==> src/hdl/gpio_map.vh <==
// Purpose: register indices, field positions and reset values for the gpio ports
// Assumes: plain register port, one byte per register index
// Notes: direction registers are not in the data map; they load through a separate strobe
`ifndef GPIO_MAP_VH
`define GPIO_MAP_VH

// port data register indices
`define PORT1_IDX        4'h6
`define PORT2_IDX        4'h7
`define PORT3_IDX        4'h8
// control register of my own: pull-up enable, wake enable, timer clock select
`define PCTL_IDX         4'h9
// wake-on-change status register, read clears
`define PWAKE_IDX        4'hA
`define PCTL_PULLUP_BIT  0
`define PCTL_WAKE_BIT    1
`define PCTL_TCKSEL_BIT  2
`define PCTL_RESET       8'h00
// direction reset: all pins input
`define DIR_RESET        8'hFF
// first port pin 3 is input-only, direction bit forced high
`define PORT1_INONLY_BIT 3
// direction-load port selectors
`define DIRSEL_PORT1     2'h0
`define DIRSEL_PORT2     2'h1
`define DIRSEL_PORT3     2'h2

`endif

==> src/hdl/gpio_ports.v <==
// Purpose: three 8-bit general-purpose ports with write-only direction registers
// Assumes: sys_clk is the instruction clock; alternate function selects arrive as masks
// Notes: pin reads sample the pads through a three-stage synchroniser
// How it works
// - port reads return pin levels, never the output latch contents
// - direction registers write-only; reset sets all implemented bits, pins input
// - first port eight bits; alternate function pins read as zero
// - second port pull-ups and wake-on-change enabled for whole port only
// - direction-load instruction copies accumulator into selected direction register
// - direction bit one puts output driver into high impedance
// - direction bit zero drives pin from its output latch
// - timer clock select overrides direction bit on timer clock pin
// - master clear and first port pin 3 input only; other pins individually programmable
// - output latches hold value until software writes them again
// - three port data registers eight bits, read and write, undefined at power-on
// - first port priority: analog/oscillator first, clock/analog next, direction last
// - second port programming pins and comparator outputs override digital function
// - first port direction bit three always taken as one, never an output
// - writes reach pins at the end of the cycle after the write; reads sample pins at cycle start
// - bit set and clear read pin levels, modify one bit, write all latches
`include "gpio_map.vh"
`timescale 1ns/1ps
`default_nettype none

module gpio_ports #(
	parameter [7:0] PORT1_IMPL = 8'hFF,
	parameter [7:0] PORT2_IMPL = 8'hFF,
	parameter [7:0] PORT3_IMPL = 8'hFF
) (
	// clock and reset
	input  wire        sys_clk,
	input  wire        arst_n,
	// register port
	input  wire [3:0]  reg_addr,
	input  wire [7:0]  reg_wdata,
	input  wire        reg_wr,
	input  wire        reg_rd,
	output reg  [7:0]  reg_rdata,
	// bit set / bit clear instruction
	input  wire        bit_op,
	input  wire        bit_set,
	input  wire [2:0]  bit_sel,
	// direction-load instruction
	input  wire        dir_load,
	input  wire [1:0]  dir_sel,
	input  wire [7:0]  accum,
	// alternate function ownership, one bit per pin
	input  wire [7:0]  port1_prio1_mask,
	input  wire [7:0]  port1_prio2_mask,
	input  wire [7:0]  port2_override_mask,
	input  wire [7:0]  port2_override_out,
	input  wire [7:0]  port2_override_oe,
	input  wire [7:0]  port3_alt_mask,
	// pins
	input  wire [7:0]  port1_in,
	output reg  [7:0]  port1_out,
	output reg  [7:0]  port1_oe,
	input  wire [7:0]  port2_in,
	output reg  [7:0]  port2_out,
	output reg  [7:0]  port2_oe,
	input  wire [7:0]  port3_in,
	output reg  [7:0]  port3_out,
	output reg  [7:0]  port3_oe,
	input  wire        master_clear_pin,
	// second port features and timer clock
	output wire        port2_pullup_en,
	output reg         port2_wake,
	output wire        timer_ext_clock
);

	// output latches (no reset: undefined at power-on)
	reg  [7:0] lat1_q;
	reg  [7:0] lat2_q;
	reg  [7:0] lat3_q;
	// direction registers, written only by the direction-load strobe
	reg  [7:0] dir1_q;
	reg  [7:0] dir2_q;
	reg  [7:0] dir3_q;
	// control bits: pull-up, wake enable, timer clock select
	reg  [7:0] pctl_q;
	// three-stage pin synchronisers, first port
	reg  [7:0] s1a_q;
	reg  [7:0] s1b_q;
	reg  [7:0] s1c_q;
	// second port
	reg  [7:0] s2a_q;
	reg  [7:0] s2b_q;
	reg  [7:0] s2c_q;
	// third port
	reg  [7:0] s3a_q;
	reg  [7:0] s3b_q;
	reg  [7:0] s3c_q;
	// settled pin levels as seen by port reads
	reg  [7:0] lvl1_q;
	reg  [7:0] lvl2_q;
	reg  [7:0] lvl3_q;
	// second port levels one cycle back, for wake-on-change
	reg  [7:0] wake_ref_q;
	// master clear synchroniser and its settled level
	reg        clr_sa_q;
	reg        clr_sb_q;
	reg        clr_sc_q;
	reg        clr_lvl_q;

	// read values and pin ownership
	wire [7:0] rd1;
	wire [7:0] rd2;
	wire [7:0] rd3;
	wire       tck_sel;
	wire [7:0] tck_mask;
	wire [7:0] p1_alt;
	wire [7:0] dir1_eff;

	// replace one bit of a byte
	function [7:0] put_bit;
		input [7:0] v;
		input [2:0] idx;
		input       b;
		reg   [7:0] m;
		begin
			m       = 8'h01 << idx;
			put_bit = b ? (v | m) : (v & ~m);
		end
	endfunction

	// a level counts once stages two and three agree
	// while they differ the previous settled level holds
	function [7:0] settle;
		input [7:0] cur;
		input [7:0] b;
		input [7:0] c;
		begin
			settle = (b & ~(b ^ c)) | (cur & (b ^ c));
		end
	endfunction

	assign tck_sel  = pctl_q[`PCTL_TCKSEL_BIT];
	// timer clock is pin 4 of the first port when selected
	assign tck_mask = tck_sel ? 8'h10 : 8'h00;
	// level 1 and level 2 functions own the pin ahead of direction control
	assign p1_alt   = port1_prio1_mask | port1_prio2_mask | tck_mask;
	// pin 3 forced input
	assign dir1_eff = dir1_q | (8'h01 << `PORT1_INONLY_BIT);

	// port read values: pin levels, alternate pins zero, missing bits zero
	assign rd1 = lvl1_q & ~p1_alt & PORT1_IMPL;
	assign rd2 = lvl2_q & ~port2_override_mask & PORT2_IMPL;
	assign rd3 = lvl3_q & ~port3_alt_mask & PORT3_IMPL;

	assign port2_pullup_en = pctl_q[`PCTL_PULLUP_BIT];
	assign timer_ext_clock = tck_sel & lvl1_q[4];

	// pin synchronisers; reads use the settled level at cycle start
	always @(posedge sys_clk or negedge arst_n)
	begin
		if (!arst_n)
		begin
			s1a_q     <= 8'h00;
			s1b_q     <= 8'h00;
			s1c_q     <= 8'h00;
			s2a_q     <= 8'h00;
			s2b_q     <= 8'h00;
			s2c_q     <= 8'h00;
			s3a_q     <= 8'h00;
			s3b_q     <= 8'h00;
			s3c_q     <= 8'h00;
			lvl1_q    <= 8'h00;
			lvl2_q    <= 8'h00;
			lvl3_q    <= 8'h00;
			clr_sa_q  <= 1'b0;
			clr_sb_q  <= 1'b0;
			clr_sc_q  <= 1'b0;
			clr_lvl_q <= 1'b0;
		end
		else
		begin
			// only the first stage sees the raw pad
			s1a_q     <= port1_in;
			s1b_q     <= s1a_q;
			s1c_q     <= s1b_q;
			s2a_q     <= port2_in;
			s2b_q     <= s2a_q;
			s2c_q     <= s2b_q;
			s3a_q     <= port3_in;
			s3b_q     <= s3a_q;
			s3c_q     <= s3b_q;
			clr_sa_q  <= master_clear_pin;
			clr_sb_q  <= clr_sa_q;
			clr_sc_q  <= clr_sb_q;
			// master clear level moves only when stages two and three agree
			clr_lvl_q <= (clr_sb_q == clr_sc_q) ? clr_sc_q : clr_lvl_q;
			lvl1_q    <= settle(lvl1_q, s1b_q, s1c_q);
			lvl2_q    <= settle(lvl2_q, s2b_q, s2c_q);
			lvl3_q    <= settle(lvl3_q, s3b_q, s3c_q);
		end
	end

	// output latches: plain writes and read-modify-write bit ops
	always @(posedge sys_clk)
	begin
		if (reg_wr && reg_addr == `PORT1_IDX)
			lat1_q <= reg_wdata & PORT1_IMPL;
		else if (bit_op && reg_addr == `PORT1_IDX)
			lat1_q <= put_bit(rd1, bit_sel, bit_set);
		if (reg_wr && reg_addr == `PORT2_IDX)
			lat2_q <= reg_wdata & PORT2_IMPL;
		else if (bit_op && reg_addr == `PORT2_IDX)
			lat2_q <= put_bit(rd2, bit_sel, bit_set);
		if (reg_wr && reg_addr == `PORT3_IDX)
			lat3_q <= reg_wdata & PORT3_IMPL;
		else if (bit_op && reg_addr == `PORT3_IDX)
			lat3_q <= put_bit(rd3, bit_sel, bit_set);
	end

	// direction registers, loaded only by the direction instruction
	always @(posedge sys_clk or negedge arst_n)
	begin
		if (!arst_n)
		begin
			dir1_q <= `DIR_RESET;
			dir2_q <= `DIR_RESET;
			dir3_q <= `DIR_RESET;
		end
		else if (dir_load)
		begin
			case (dir_sel)
				`DIRSEL_PORT1: dir1_q <= accum | ~PORT1_IMPL;
				`DIRSEL_PORT2: dir2_q <= accum | ~PORT2_IMPL;
				`DIRSEL_PORT3: dir3_q <= accum | ~PORT3_IMPL;
				default: dir1_q <= dir1_q;
			endcase
		end
	end

	// control register and whole-port wake-on-change
	always @(posedge sys_clk or negedge arst_n)
	begin
		if (!arst_n)
		begin
			pctl_q     <= `PCTL_RESET;
			wake_ref_q <= 8'h00;
			port2_wake <= 1'b0;
		end
		else
		begin
			if (reg_wr && reg_addr == `PCTL_IDX)
				pctl_q <= reg_wdata & 8'h07;
			wake_ref_q <= lvl2_q;
			// set wins over the read clear
			if (pctl_q[`PCTL_WAKE_BIT] && (wake_ref_q != lvl2_q))
				port2_wake <= 1'b1;
			else if (reg_rd && reg_addr == `PWAKE_IDX)
				port2_wake <= 1'b0;
		end
	end

	// pad drive: direction zero drives latch, one floats
	always @(posedge sys_clk or negedge arst_n)
	begin
		if (!arst_n)
		begin
			port1_oe  <= 8'h00;
			port2_oe  <= 8'h00;
			port3_oe  <= 8'h00;
			port1_out <= 8'h00;
			port2_out <= 8'h00;
			port3_out <= 8'h00;
		end
		else
		begin
			port1_out <= lat1_q;
			port1_oe  <= ~dir1_eff & ~p1_alt & PORT1_IMPL;
			port2_out <= (lat2_q & ~port2_override_mask)
				| (port2_override_out & port2_override_mask);
			port2_oe  <= ((~dir2_q & ~port2_override_mask)
				| (port2_override_oe & port2_override_mask)) & PORT2_IMPL;
			port3_out <= lat3_q;
			port3_oe  <= ~dir3_q & ~port3_alt_mask & PORT3_IMPL;
		end
	end

	// read data one cycle after the strobe; direction registers not readable
	always @(posedge sys_clk or negedge arst_n)
	begin
		if (!arst_n)
			reg_rdata <= 8'h00;
		else if (reg_rd)
		begin
			case (reg_addr)
				`PORT1_IDX: reg_rdata <= rd1;
				`PORT2_IDX: reg_rdata <= rd2;
				`PORT3_IDX: reg_rdata <= rd3;
				`PCTL_IDX:  reg_rdata <= pctl_q;
				`PWAKE_IDX: reg_rdata <= {6'h00, clr_lvl_q, port2_wake};
				default:    reg_rdata <= 8'h00;
			endcase
		end
		else
			reg_rdata <= 8'h00;
	end

endmodule
`default_nettype wire

==> config.mk <==
export PLATFORM = sky130hd
export DESIGN_NAME = gpio_ports
export DESIGN_NICKNAME = d
export VERILOG_FILES = /design/src/hdl/gpio_ports.v
export VERILOG_INCLUDE_DIRS = /design/src /design/src/hdl
export SDC_FILE = /design/constraint.sdc
export NUM_CORES = 1
export LEC_CHECK = 0
export BUFFER_PORTS_ARGS = -buffer_cell sky130_fd_sc_hd__buf_4
export CORE_UTILIZATION = 55
export CTS_BUF_LIST = sky130_fd_sc_hd__clkbuf_4 sky130_fd_sc_hd__clkbuf_8
export DETAILED_ROUTE_END_ITERATION = 10
export MAX_ROUTING_LAYER = met4
export PLACE_DENSITY = 0.83
export SYNTH_ARGS = -nofsm -noshare
export SYNTH_HDL_FRONTEND = slang
export SYNTH_SLANG_ARGS = --single-unit
export TNS_END_PERCENT = 20
==> constraint.sdc <==
create_clock -name sys_clk -period 1.35 [get_ports sys_clk]
set_input_delay 0.27 -clock sys_clk [delete_from_list [all_inputs] [get_ports sys_clk]]
set_output_delay 0.27 -clock sys_clk [all_outputs]
set_load 0.005 [all_outputs]
# Word-level counts from Yosys, hierarchy flattened
# Cells that the tools add are included.
[totals] register_bits=216 input_bits=105 wordCells=115
[op_classes] n_reduce_logical=17 n_eq_ne=9 bitwise=42 shift=1 mux=14
[ops] op="$and A8 B8 Y8" n=18
[ops] op="$mux W8" n=10
[ops] op="$not A8 Y8" n=10
[ops] op="$or A8 B8 Y8" n=9
[ops] op="$pmux W8 S5" n=1
[ops] op="$xor A8 B8 Y8" n=3
[ops] op="$eq A4 B4 Y1 const B" n=3
[ops] op="$logic_and A1 B1 Y1" n=9
[ops] op="$eq A4 B3 Y1 const B" n=2
[ops] op="$ne A8 B8 Y1" n=1
[ops] op="$or A8 B5 Y8" n=1
[ops] op="$reduce_bool A2 Y1" n=4
[ops] op="$shl A1 B3 Y8 const A" n=1
[ops] op="$reduce_and A2 Y1" n=3
[ops] op="$mux W5" n=1
[ops] op="$eq A2 B1 Y1 const B" n=1
[ops] op="$eq A2 B2 Y1 const B" n=1
[ops] op="$logic_not A2 Y1" n=1
[ops] op="$mux W1" n=2
[ops] op="$and A1 B1 Y1" n=1
[ops] op="$eq A1 B1 Y1" n=1

# Logic depth before layout (Yosys ltp)
# Gate-level depths: netlist of the first run.
[logic_depth] depth_word=8 depth_mapped=7 ltp_nobuf=4

# Least setup slack after synthesis of the first run
# No wires, ideal clock.
[synth_path] path_type="input to register" from="in reg_addr[0]" to="reg lat3_q[0] (enable)" required_ns=0.977 path_buffers=0 setup_ns=0.373 path_slack_ns=-0.205 arrival_ns=1.182 path_stages=2 path_cell_list="nor4b_4 -> nor2b_1"
[synth_via] elab_chain_cells=3 elab_cells_between_ends=4 classes_between="eq/ne (1); reduce/logical (3)"
[synth_rtl] item="start, declared" line="gpio_ports.v:34" text="input wire [3:0] reg_addr,"
[synth_rtl] item="$eq A4 B4 Y1 (no source line) *"
[synth_rtl] item="$logic_and A1 B1 Y1 (no source line)"
[synth_rtl] item="$reduce_bool A2 Y1 (no source line) *"
[synth_rtl] item="end signal, assigned" line="gpio_ports.v:210" text="lat3_q <= reg_wdata & PORT3_IMPL;"
[synth_rtl] item="end signal, assigned" line="gpio_ports.v:212" text="lat3_q <= put_bit(rd3, bit_sel, bit_set);"
[synth_rtl] item="end, declared" line="gpio_ports.v:74" text="reg [7:0] lat3_q;"
# Every way passes the cells marked *; elsewhere a longest branch is shown, timed or not.
# A chain may end at the register's enable or synchronous reset.

==> results of run 1 <==
## final timing paths
path                                 startpoint         endpoint  slack [ns]  depth (start not counted)
min in group asynchronous                arst_n     port3_out[4]        0.32                          2
setup / recovery                      flip-flop  timer_ext_clock       -0.06                          2
hold reg to reg                        s3a_q[6]         s3b_q[6]        0.33                          0
setup reg to reg                      flip-flop       port2_wake        0.06                          4
hold / removal             port2_override_oe[7]      port2_oe[7]        0.01                          3
max in group asynchronous                arst_n        dir3_q[1]        0.46                          3
## layout make-up
type / instances / share of cell area, %
Clock buffer: 60 / 6.64
Clock inverter: 2 / 0.0957
Inverter: 8 / 0.287
Multi-Input combinational cell: 262 / 17.3
Sequential cell: 214 / 52.6
Tap cell: 176 / 2.10
Timing Repair Buffer: 259 / 20.9
## cell families (layout without fill, tap and decap cells)
group / count (synthesis) / in the layout
DFF: 214 / 214
and+or+nand+nor: 116 / 116
AOI/OAI and AO/OA: 71 / 71
muxes: 41 / 41
adders and majority gates: 25 / 25
buffers and inverters: 17 / 329
xor gates and xnor gates: 8 / 8
other: 1 / 1
## cell usage after synthesis, types with 4 or more instances
| master | instances | share of area (%) |
|---|---|---|
| a21oi_1 | 23 | 1.6 |
| a31oi_1 | 9 | 0.76 |
| a32oi_1 | 7 | 0.83 |
| and2_1 | 4 | 0.34 |
| buf_4 | 5 | 0.51 |
| dfrtp_1 | 167 | 56 |
| dfstp_2 | 23 | 8.2 |
| edfxtp_1 | 24 | 9.7 |
| inv_1 | 8 | 0.41 |
| maj3_1 | 25 | 3.4 |
| mux2_2 | 34 | 5.2 |
| mux2i_1 | 7 | 0.95 |
| nand2_1 | 38 | 1.9 |
| nand3_1 | 4 | 0.27 |
| nor2_1 | 20 | 1.0 |
| nor2b_1 | 25 | 2.1 |
| nor3_1 | 7 | 0.47 |
| o21ai_0 | 22 | 1.5 |
| xnor2_1 | 8 | 0.95 |
## worst max-delay path: stages, from the launching register on
cell	delay (ns)
dfrtp_1	0.38
and2_4	0.17
buf_6	0.11
## through the flow
| stage | setup slack [ns] | total power [W] |
|---|---|---|
| after detailed placement | -0.165 | 0.00883 |
| final | -0.0602 | 0.0146 |
| after global routing | -0.0864 | 0.0151 |
| after global placement | -0.144 | 0.00873 |
| after floorplan | -0.0982 | 0.00792 |
| after CTS | -0.0808 | 0.0145 |
## where the power goes
| group | internal [W] | total [W] | switching (W) |
|---|---|---|---|
| sequential | 0.00711 | 0.00738 | 0.000274 |
| clock | 0.00322 | 0.00566 | 0.00244 |
| combinational | 0.000879 | 0.00152 | 0.000644 |
## timing repair
item / 4_1_cts / 5_1_grt
setup endpoints to repair: 1 / 2
pin swaps: 1 / 1
hold buffers: 54 / 0
endpoints found under the hold margin: 78 / 0
gates resized for setup: 0 / 2
buffers inserted: 2 / 0
## metal layers
layer / vias to the layer above / global-route usage [%] / routed length [um]
met2: 272 / 51.9 / 10200
met3: 67 / 6.40 / 1220
met5: - / - / 0
met1: 2624 / 34.4 / 7150
met4: 0 / 13.5 / 733
li1: 2307 / - / -
==> flow_metrics.py, run 1 <==
metrics = {
    "detailed_routing": {
        "vias": 5270,
        "firstDrtPassIters": 5,
        "drt-total-wl_um": 19300,
        "wl_per_cell_um": 19.7,
        "drc_errors": 0,
        "drtIter0Drc": 412,
        "viasPerCell": 5.37,
        "final_antenna_net_count": 0,
    },
    "synthesis": {
        "synth_cells": 493,
        "seq_area_frac_synth_pct": 74.3,
        "synth_adder_area_share_pct": 3.38,
        "post_synth_num_cell_types": 39,
        "synth_top_family_by_area": "simple AND/OR/NAND/NOR gates",
        "synth-simple-area-share_pct": 8.29,
        "synth.avg_cell_area_um2": 15.0,
        "synth_edf_count": 24,
        "yosysWarnings": 0,
        "yosys.area_share.xor_xnor_pct": 0.945,
        "synth_mux_area_share_pct": 6.11,
        "syn_nets": 598,
        "synth-compound-area-share_pct": 5.61,
        "ys_ff_latch": 214,
        "synthFlopType": "dfrtp_1",
        "ys_async_sr_fraction_pct": 88.8,
        "syn_area_um2": 7410,
    },
    "layout": {
        "diodes": 0,
        "seqCellArea_um2": 5500,
        "instances_no_fill": 981,
        "nets": 885,
        "fillers": 719,
        "area_delta_synth_final_pct": 41.2,
        "final_cell_mix": "buf_4, dfrtp_1, dlygate4sd3_1",
        "final_core_util_pct": 79.3,
        "multiInputGateArea_um2": 1810,
        "drive_above_1_share_pct": 41.5,
        "final_cell_area_um2": 10500,
        "final_common_cell": "buf_4",
    },
    "floorplan": {
        "rows": 42,
        "floorplan.die.width_um": 118,
        "die_area_um2": 13900,
        "io_pins": 164,
        "start_util_pct": 56.2,
        "die_y_um": 118,
        "core_um2": 13200,
    },
    "clock_tree": {
        "numCtsBuffers": 35,
        "clock_latency_ns": 0.50,
        "htreeDepth": 2,
        "cts_tree": "done",
        "cts_root_buf": "clkbuf_8",
        "clock_path_buffers": 3,
        "clkTransAtPathRegs_ns": 0.06,
        "cts_sinks": 214,
    },
    "grt": {
        "grt_start_max_net_pins": 50,
        "grt_overflow": 0,
        "grt_pass1_wl_um": 30900,
        "antenna_found_initial": 0,
        "track_usage_pct": 30.3,
        "grt_pass1_vias": 5941,
    },
    "critical_path": {
        "crit_fanout": 2,
        "cp-end-kind": "output port",
        "path_class": "flip-flop to output port",
        "crit_path_start_kind": "flip-flop",
        "crit_arrival_ns": 1.14,
        "cp.required_ns": 1.08,
    },
    "status": {
        "status": "complete, but fails checks",
        "violations": "negative setup slack",
    },
    "min_path": {
        "hold_class": "input pin to flip-flop",
    },
    "job": {
        "drv_cap": 0,
    },
    "placed_design": {
        "place_congestion": 0.911,
        "dpl.hpwl_um": 12400,
        "placedCellCount": 864,
        "place_area_um2": 9200,
        "port-buffer-count": 162,
    },
    "sta": {
        "setup_tns_ns": -0.0602,
        "slew_viol_final": 0,
        "finalHoldViolations": 0,
        "fmax_ghz": 0.709,
        "fin_crit_sh_pct": 104,
        "rsz0062_at_grt": "true",
        "skew_ns": 0.0203,
        "finalSetupViolCount": 1,
        "holdWs_ns": 0.0130,
        "min_period_ns": 1.41,
        "worst_slack_ns": -0.0602,
    },
    "power": {
        "p_leak_nw": 4.72,
        "powerDensity_nw_per_um2": 1390,
        "ir_drop_mv": 1.03,
    },
}
Note: power is estimated with default switching activity, not from simulation.
==> inputs of run 2 (changes only) <==
--- a/config.mk
+++ b/config.mk
@@ -10,6 +10,7 @@
 export CORE_UTILIZATION = 55
 export CTS_BUF_LIST = sky130_fd_sc_hd__clkbuf_4 sky130_fd_sc_hd__clkbuf_8
 export DETAILED_ROUTE_END_ITERATION = 10
+export GPL_TIMING_DRIVEN = 0
 export MAX_ROUTING_LAYER = met4
 export PLACE_DENSITY = 0.83
 export SYNTH_ARGS = -nofsm -noshare
==> constraint.sdc (replaced) <==
create_clock -name sys_clk -period 1.5 [get_ports sys_clk]
set_input_delay 0.3 -clock sys_clk [delete_from_list [all_inputs] [get_ports sys_clk]]
set_output_delay 0.3 -clock sys_clk [all_outputs]
set_load 0.005 [all_outputs]
==> flow_metrics.py, run 2 (synthesis results as in run 1) <==
metrics = {
    "status": {
        "status": "complete, no violations",
    },
    "critical_path": {
        "crit_fanout": 2,
        "ff2ff_path_depth": 3,
        "crit_path_start_kind": "flip-flop",
        "cp-end-kind": "output port",
        "cp.required_ns": 1.20,
        "rrSetupSlack_ns": 0.08,
        "r2r_end": "port1_oe[4]",
        "path_class": "flip-flop to output port",
        "r2r-start": "pctl_q[2]",
        "crit_arrival_ns": 1.19,
    },
    "clock_tree": {
        "clkTransAtPathRegs_ns": 0.06,
        "clock_path_buffers": 3,
        "numCtsBuffers": 34,
        "cts_tree": "done",
        "clock_latency_ns": 0.51,
        "cts_root_buf": "clkbuf_8",
        "cts_sinks": 214,
        "htreeDepth": 2,
    },
    "detailed_routing": {
        "viasPerCell": 5.34,
        "drc_errors": 0,
        "firstDrtPassIters": 5,
        "final_antenna_net_count": 0,
        "vias": 5065,
        "drtIter0Drc": 477,
        "wl_per_cell_um": 19.0,
        "drt-total-wl_um": 18000,
    },
    "sta": {
        "finalSetupViolCount": 0,
        "rsz0062_at_grt": "true",
        "worstMarginPinSlew_ns": 1.10,
        "min_period_ns": 1.49,
        "setup_tns_ns": 0,
        "slew_viol_final": 0,
        "fin_crit_sh_pct": 99.2,
        "finalHoldViolations": 0,
        "maxSlewHeadroom_pct": 26.0,
        "skew_ns": 0.0162,
        "fmax_ghz": 0.672,
    },
    "floorplan": {
        "rows": 42,
        "start_util_pct": 56.2,
        "die_y_um": 118,
        "die_area_um2": 13900,
        "floorplan.die.width_um": 118,
        "core_um2": 13200,
        "io_pins": 164,
    },
    "min_path": {
        "hold_class": "input pin to flip-flop",
        "hold_path_end": "port2_oe[6]",
        "hold_depth": 2,
        "hold_path_startpoint": "port2_override_mask[6]",
    },
    "grt": {
        "antenna_found_initial": 0,
        "grt_overflow": 0,
        "grt_pass1_vias": 5517,
        "grt_pass1_wl_um": 28800,
        "track_usage_pct": 28.4,
        "grt_start_max_net_pins": 98,
    },
    "power": {
        "powerDensity_nw_per_um2": 1300,
        "ir_drop_mv": 0.879,
        "p_leak_nw": 4.54,
        "power_w": 0.0132,
    },
    "layout": {
        "area_delta_synth_final_pct": 37.4,
        "final_common_cell": "buf_4",
        "drive_above_1_share_pct": 38.7,
        "nets": 852,
        "final_cell_mix": "buf_4, dfrtp_1, dlygate4sd3_1",
        "diodes": 0,
        "final_core_util_pct": 77.2,
    },
    "placed_design": {
        "port-buffer-count": 162,
        "dpl.hpwl_um": 11600,
        "place_congestion": 0.844,
    },
    "job": {
        "drv_cap": 0,
    },
}
[run 2: worst max path at each step]
| stage | slack, ns | depth (start not counted) | from | to |
|---|---|---|---|---|
| 6_report | 0.01 | 2 | pctl_q[2] | timer_ext_clock |
| 4_1_cts | -0.008 | 2 | pctl_q[2] | timer_ext_clock |
| 5_1_grt | -0.04 | 2 | flip-flop | timer_ext_clock |
| 2_1_floorplan | 0.01 | 3 | reg_addr[3] | lat1_q[0] |
| 3_3_place_gp | -0.91 | 1 | arst_n | s3a_q[7] |
| 3_5_place_dp | -0.51 | 4 | reg_addr[3] | lat2_q[5] |
[run 2: stage by stage]
stage               setup WS [ns]  cells  instance area, um2  hold WS (ns)
finish                     0.0127    949               10200        0.0183
global route              -0.0362    949               10200       0.00224
CTS                      -0.00768    949               10200       0.00106
detailed placement         -0.506    832                8880         0.334
global placement           -0.913    831                8850         0.332
floorplan                  0.0121    493                7410       0.00441
[run 2: power by group]
group / internal, W / leakage [nW] / total [W] / switching [W]
clock network: 0.00310 / 0.398 / 0.00529 / 0.00219
registers: 0.00640 / 2.45 / 0.00664 / 0.000243
logic: 0.000726 / 1.69 / 0.00128 / 0.000550
total: 0.0102 / 4.54 / 0.0132 / 0.00298
[run 2: cell type report]
class,count,area (um2)
multi-input cells,262,1820
well taps,176,220
inverters,8,30.0
clock inverters,6,51.3
repair buffers,218,1800
flip-flops and latches,214,5500
clock buffers,56,696
plain buffers,9,70.1
fillers,785,3010
[run 2: worst max-delay path, stage by stage (launching register included)]
cell and delay (ns):
dfrtp_1 0.40, and2_1 0.15, buf_4 0.13
[run 2: routing by layer]
layer / routed length (um) / GRT usage [%]
met5: 0 / -
met4: 841 / 15.0
met3: 1380 / 7.75
met2: 8760 / 44.2
met1: 7020 / 34.0
[run 2: what timing repair did]
item / CTS / global route
hold buffers: 53 / 0
setup endpoints to repair: 1 / 17
endpoints found under the hold margin: 126 / 0
cloned: 0 / 0
setup buffers: 2 / 0
resized for setup: 0 / 2
pin swaps: 0 / 0
==> inputs of run 3 (changes only) <==
--- a/config.mk
+++ b/config.mk
@@ -12,7 +12,7 @@
 export DETAILED_ROUTE_END_ITERATION = 10
 export GPL_TIMING_DRIVEN = 0
 export MAX_ROUTING_LAYER = met4
-export PLACE_DENSITY = 0.83
+export PLACE_DENSITY = 0.85
 export SYNTH_ARGS = -nofsm -noshare
 export SYNTH_HDL_FRONTEND = slang
 export SYNTH_SLANG_ARGS = --single-unit
==> flow_metrics.py, run 3 (synthesis results as in run 1) <==
metrics = {
    "min_path": {
        "hold_path_end": "port2_oe[0]",
        "hold_depth": 2,
        "hold_class": "input pin to flip-flop",
        "hold_path_startpoint": "port2_override_mask[0]",
    },
    "power": {
        "clkPwrFrac_pct": 38.7,
        "seq_power_share_pct": 51.3,
        "power_switching_w": 0.00300,
        "p_leak_nw": 4.55,
        "p_comb_share_pct": 10.0,
        "sw_frac_of_total_pct": 23.2,
        "powerDensity_nw_per_um2": 1270,
        "cell_internal_pwr_w": 0.00996,
        "ir_drop_mv": 0.970,
    },
    "status": {
        "status": "complete, but fails checks",
        "violations": "negative setup slack",
    },
    "detailed_routing": {
        "wl_met3_um": 1630,
        "viasPerCell": 5.36,
        "vias": 5111,
        "m1WireLength_um": 6970,
        "drc_errors": 0,
        "wl_per_cell_um": 19.5,
        "drtIter0Drc": 403,
        "top_layer": "met4",
        "met2_length_um": 9300,
        "final_antenna_net_count": 0,
        "drt-total-wl_um": 18600,
        "firstDrtPassIters": 5,
    },
    "floorplan": {
        "start_util_pct": 56.2,
        "rows": 42,
        "die_area_um2": 13900,
        "core_um2": 13200,
        "die_y_um": 118,
        "floorplan.die.width_um": 118,
        "io_pins": 164,
    },
    "job": {
        "drv_cap": 0,
    },
    "layout": {
        "diodes": 0,
        "nets": 857,
        "final_common_cell": "buf_4",
        "area_delta_synth_final_pct": 37.4,
        "final_cell_mix": "buf_4, dfrtp_1, dlygate4sd3_1",
        "drive_above_1_share_pct": 39.0,
        "fillers": 776,
    },
    "grt": {
        "track_usage_pct": 29.1,
        "antenna_found_initial": 0,
        "grt_start_max_net_pins": 110,
        "grt_overflow": 0,
        "grt_pass1_wl_um": 29100,
        "grt_pass1_vias": 5477,
    },
    "sta": {
        "finalSetupViolCount": 1,
        "maxSlewHeadroom_pct": 31.8,
        "rsz0062_at_grt": "true",
        "fmax_ghz": 0.664,
        "skew_ns": 0.0133,
        "min_period_ns": 1.51,
        "holdWs_ns": 0.0165,
        "finalHoldViolations": 0,
        "worstMarginPinSlew_ns": 1.02,
        "slew_viol_final": 0,
        "fin_crit_sh_pct": 100,
        "worst_slack_ns": -0.00535,
    },
    "critical_path": {
        "r2r_end": "port1_oe[4]",
        "cp-end-kind": "output port",
        "crit_fanout": 2,
        "ff2ff_path_depth": 3,
        "crit_path_start_kind": "flip-flop",
        "rrSetupSlack_ns": 0.09,
        "path_class": "flip-flop to output port",
        "r2r-start": "pctl_q[2]",
        "cp.required_ns": 1.20,
        "crit_arrival_ns": 1.21,
    },
    "placed_design": {
        "place_congestion": 0.873,
        "place_ws_ns": -0.547,
        "dpl.hpwl_um": 11400,
        "port-buffer-count": 162,
    },
    "clock_tree": {
        "cts_sinks": 214,
        "cts_root_buf": "clkbuf_8",
        "clkTransAtPathRegs_ns": 0.07,
        "numCtsBuffers": 34,
        "clock_path_buffers": 3,
        "clock_latency_ns": 0.51,
        "cts_tree": "done",
        "htreeDepth": 2,
    },
}
==> run 3: cell type report <==
type	instances	area [um2]	share of cell area, %
Buffer	9	70.1	0.688
Clock buffer	55	669	6.58
Clock inverter	6	27.5	0.270
Inverter	8	30.0	0.295
Multi-Input combinational cell	262	1820	17.8
Sequential cell	214	5500	54.1
Tap cell	176	220	2.16
Timing Repair Buffer	223	1840	18.1
==> run 3: how the worst max path moves through the flow <==
stage	start	to	cells after the start
floorplan	reg_addr[3]	lat1_q[0]	3
global placement	arst_n	s3a_q[2]	1
detailed placement	reg_addr[0]	lat3_q[5]	6
CTS	flip-flop	timer_ext_clock	2
global route	flip-flop	timer_ext_clock	2
finish	flip-flop	timer_ext_clock	2
==> run 3: repair_timing <==
action	in CTS	in global routing
gates resized for setup	0	3
hold buffers	55	1
hold endpoints to repair	120	1
pin swaps	1	0
setup buffers	4	0
setup endpoints to repair	11	17
==> run 3: per-stage QoR <==
stage | cell area [um2] | util (%) | cells | total power [W] | setup TNS [ns]
after detailed placement | 8880 | 67.4 | 832 | 0.00785 | -26.36
after global routing | 10200 | 77.2 | 953 | 0.0135 | -0.0389
after CTS | 10200 | 77.0 | 952 | 0.0130 | -0.0124
after global placement | 8850 | 67.1 | 831 | 0.00776 | -181.32
final | 10200 | 77.2 | 953 | 0.0130 | -0.00535
after floorplan | 7410 | - | 493 | 0.00712 | 0
==> run 3: per-layer routing <==
layer	global-route usage (%)	vias up
met5	-	-
met3	7.90	51
li1	-	2243
met2	45.7	273
met1	35.4	2544
met4	13.3	0
==> run 3: power by group through the flow <==
stage          Clock [W]  Combinational [W]  Sequential, W
2_1_floorplan          0           0.000457        0.00667
3_3_place_gp           0            0.00106        0.00671
3_5_place_dp           0            0.00112        0.00673
4_1_cts          0.00509            0.00128        0.00663
5_1_grt          0.00542            0.00140        0.00668
6_report         0.00502            0.00130        0.00664
==> run 3: critical path: stages, from the launching register on <==
cell and delay [ns]:
dfrtp_1 0.40, and2_4 0.17, buf_4 0.13
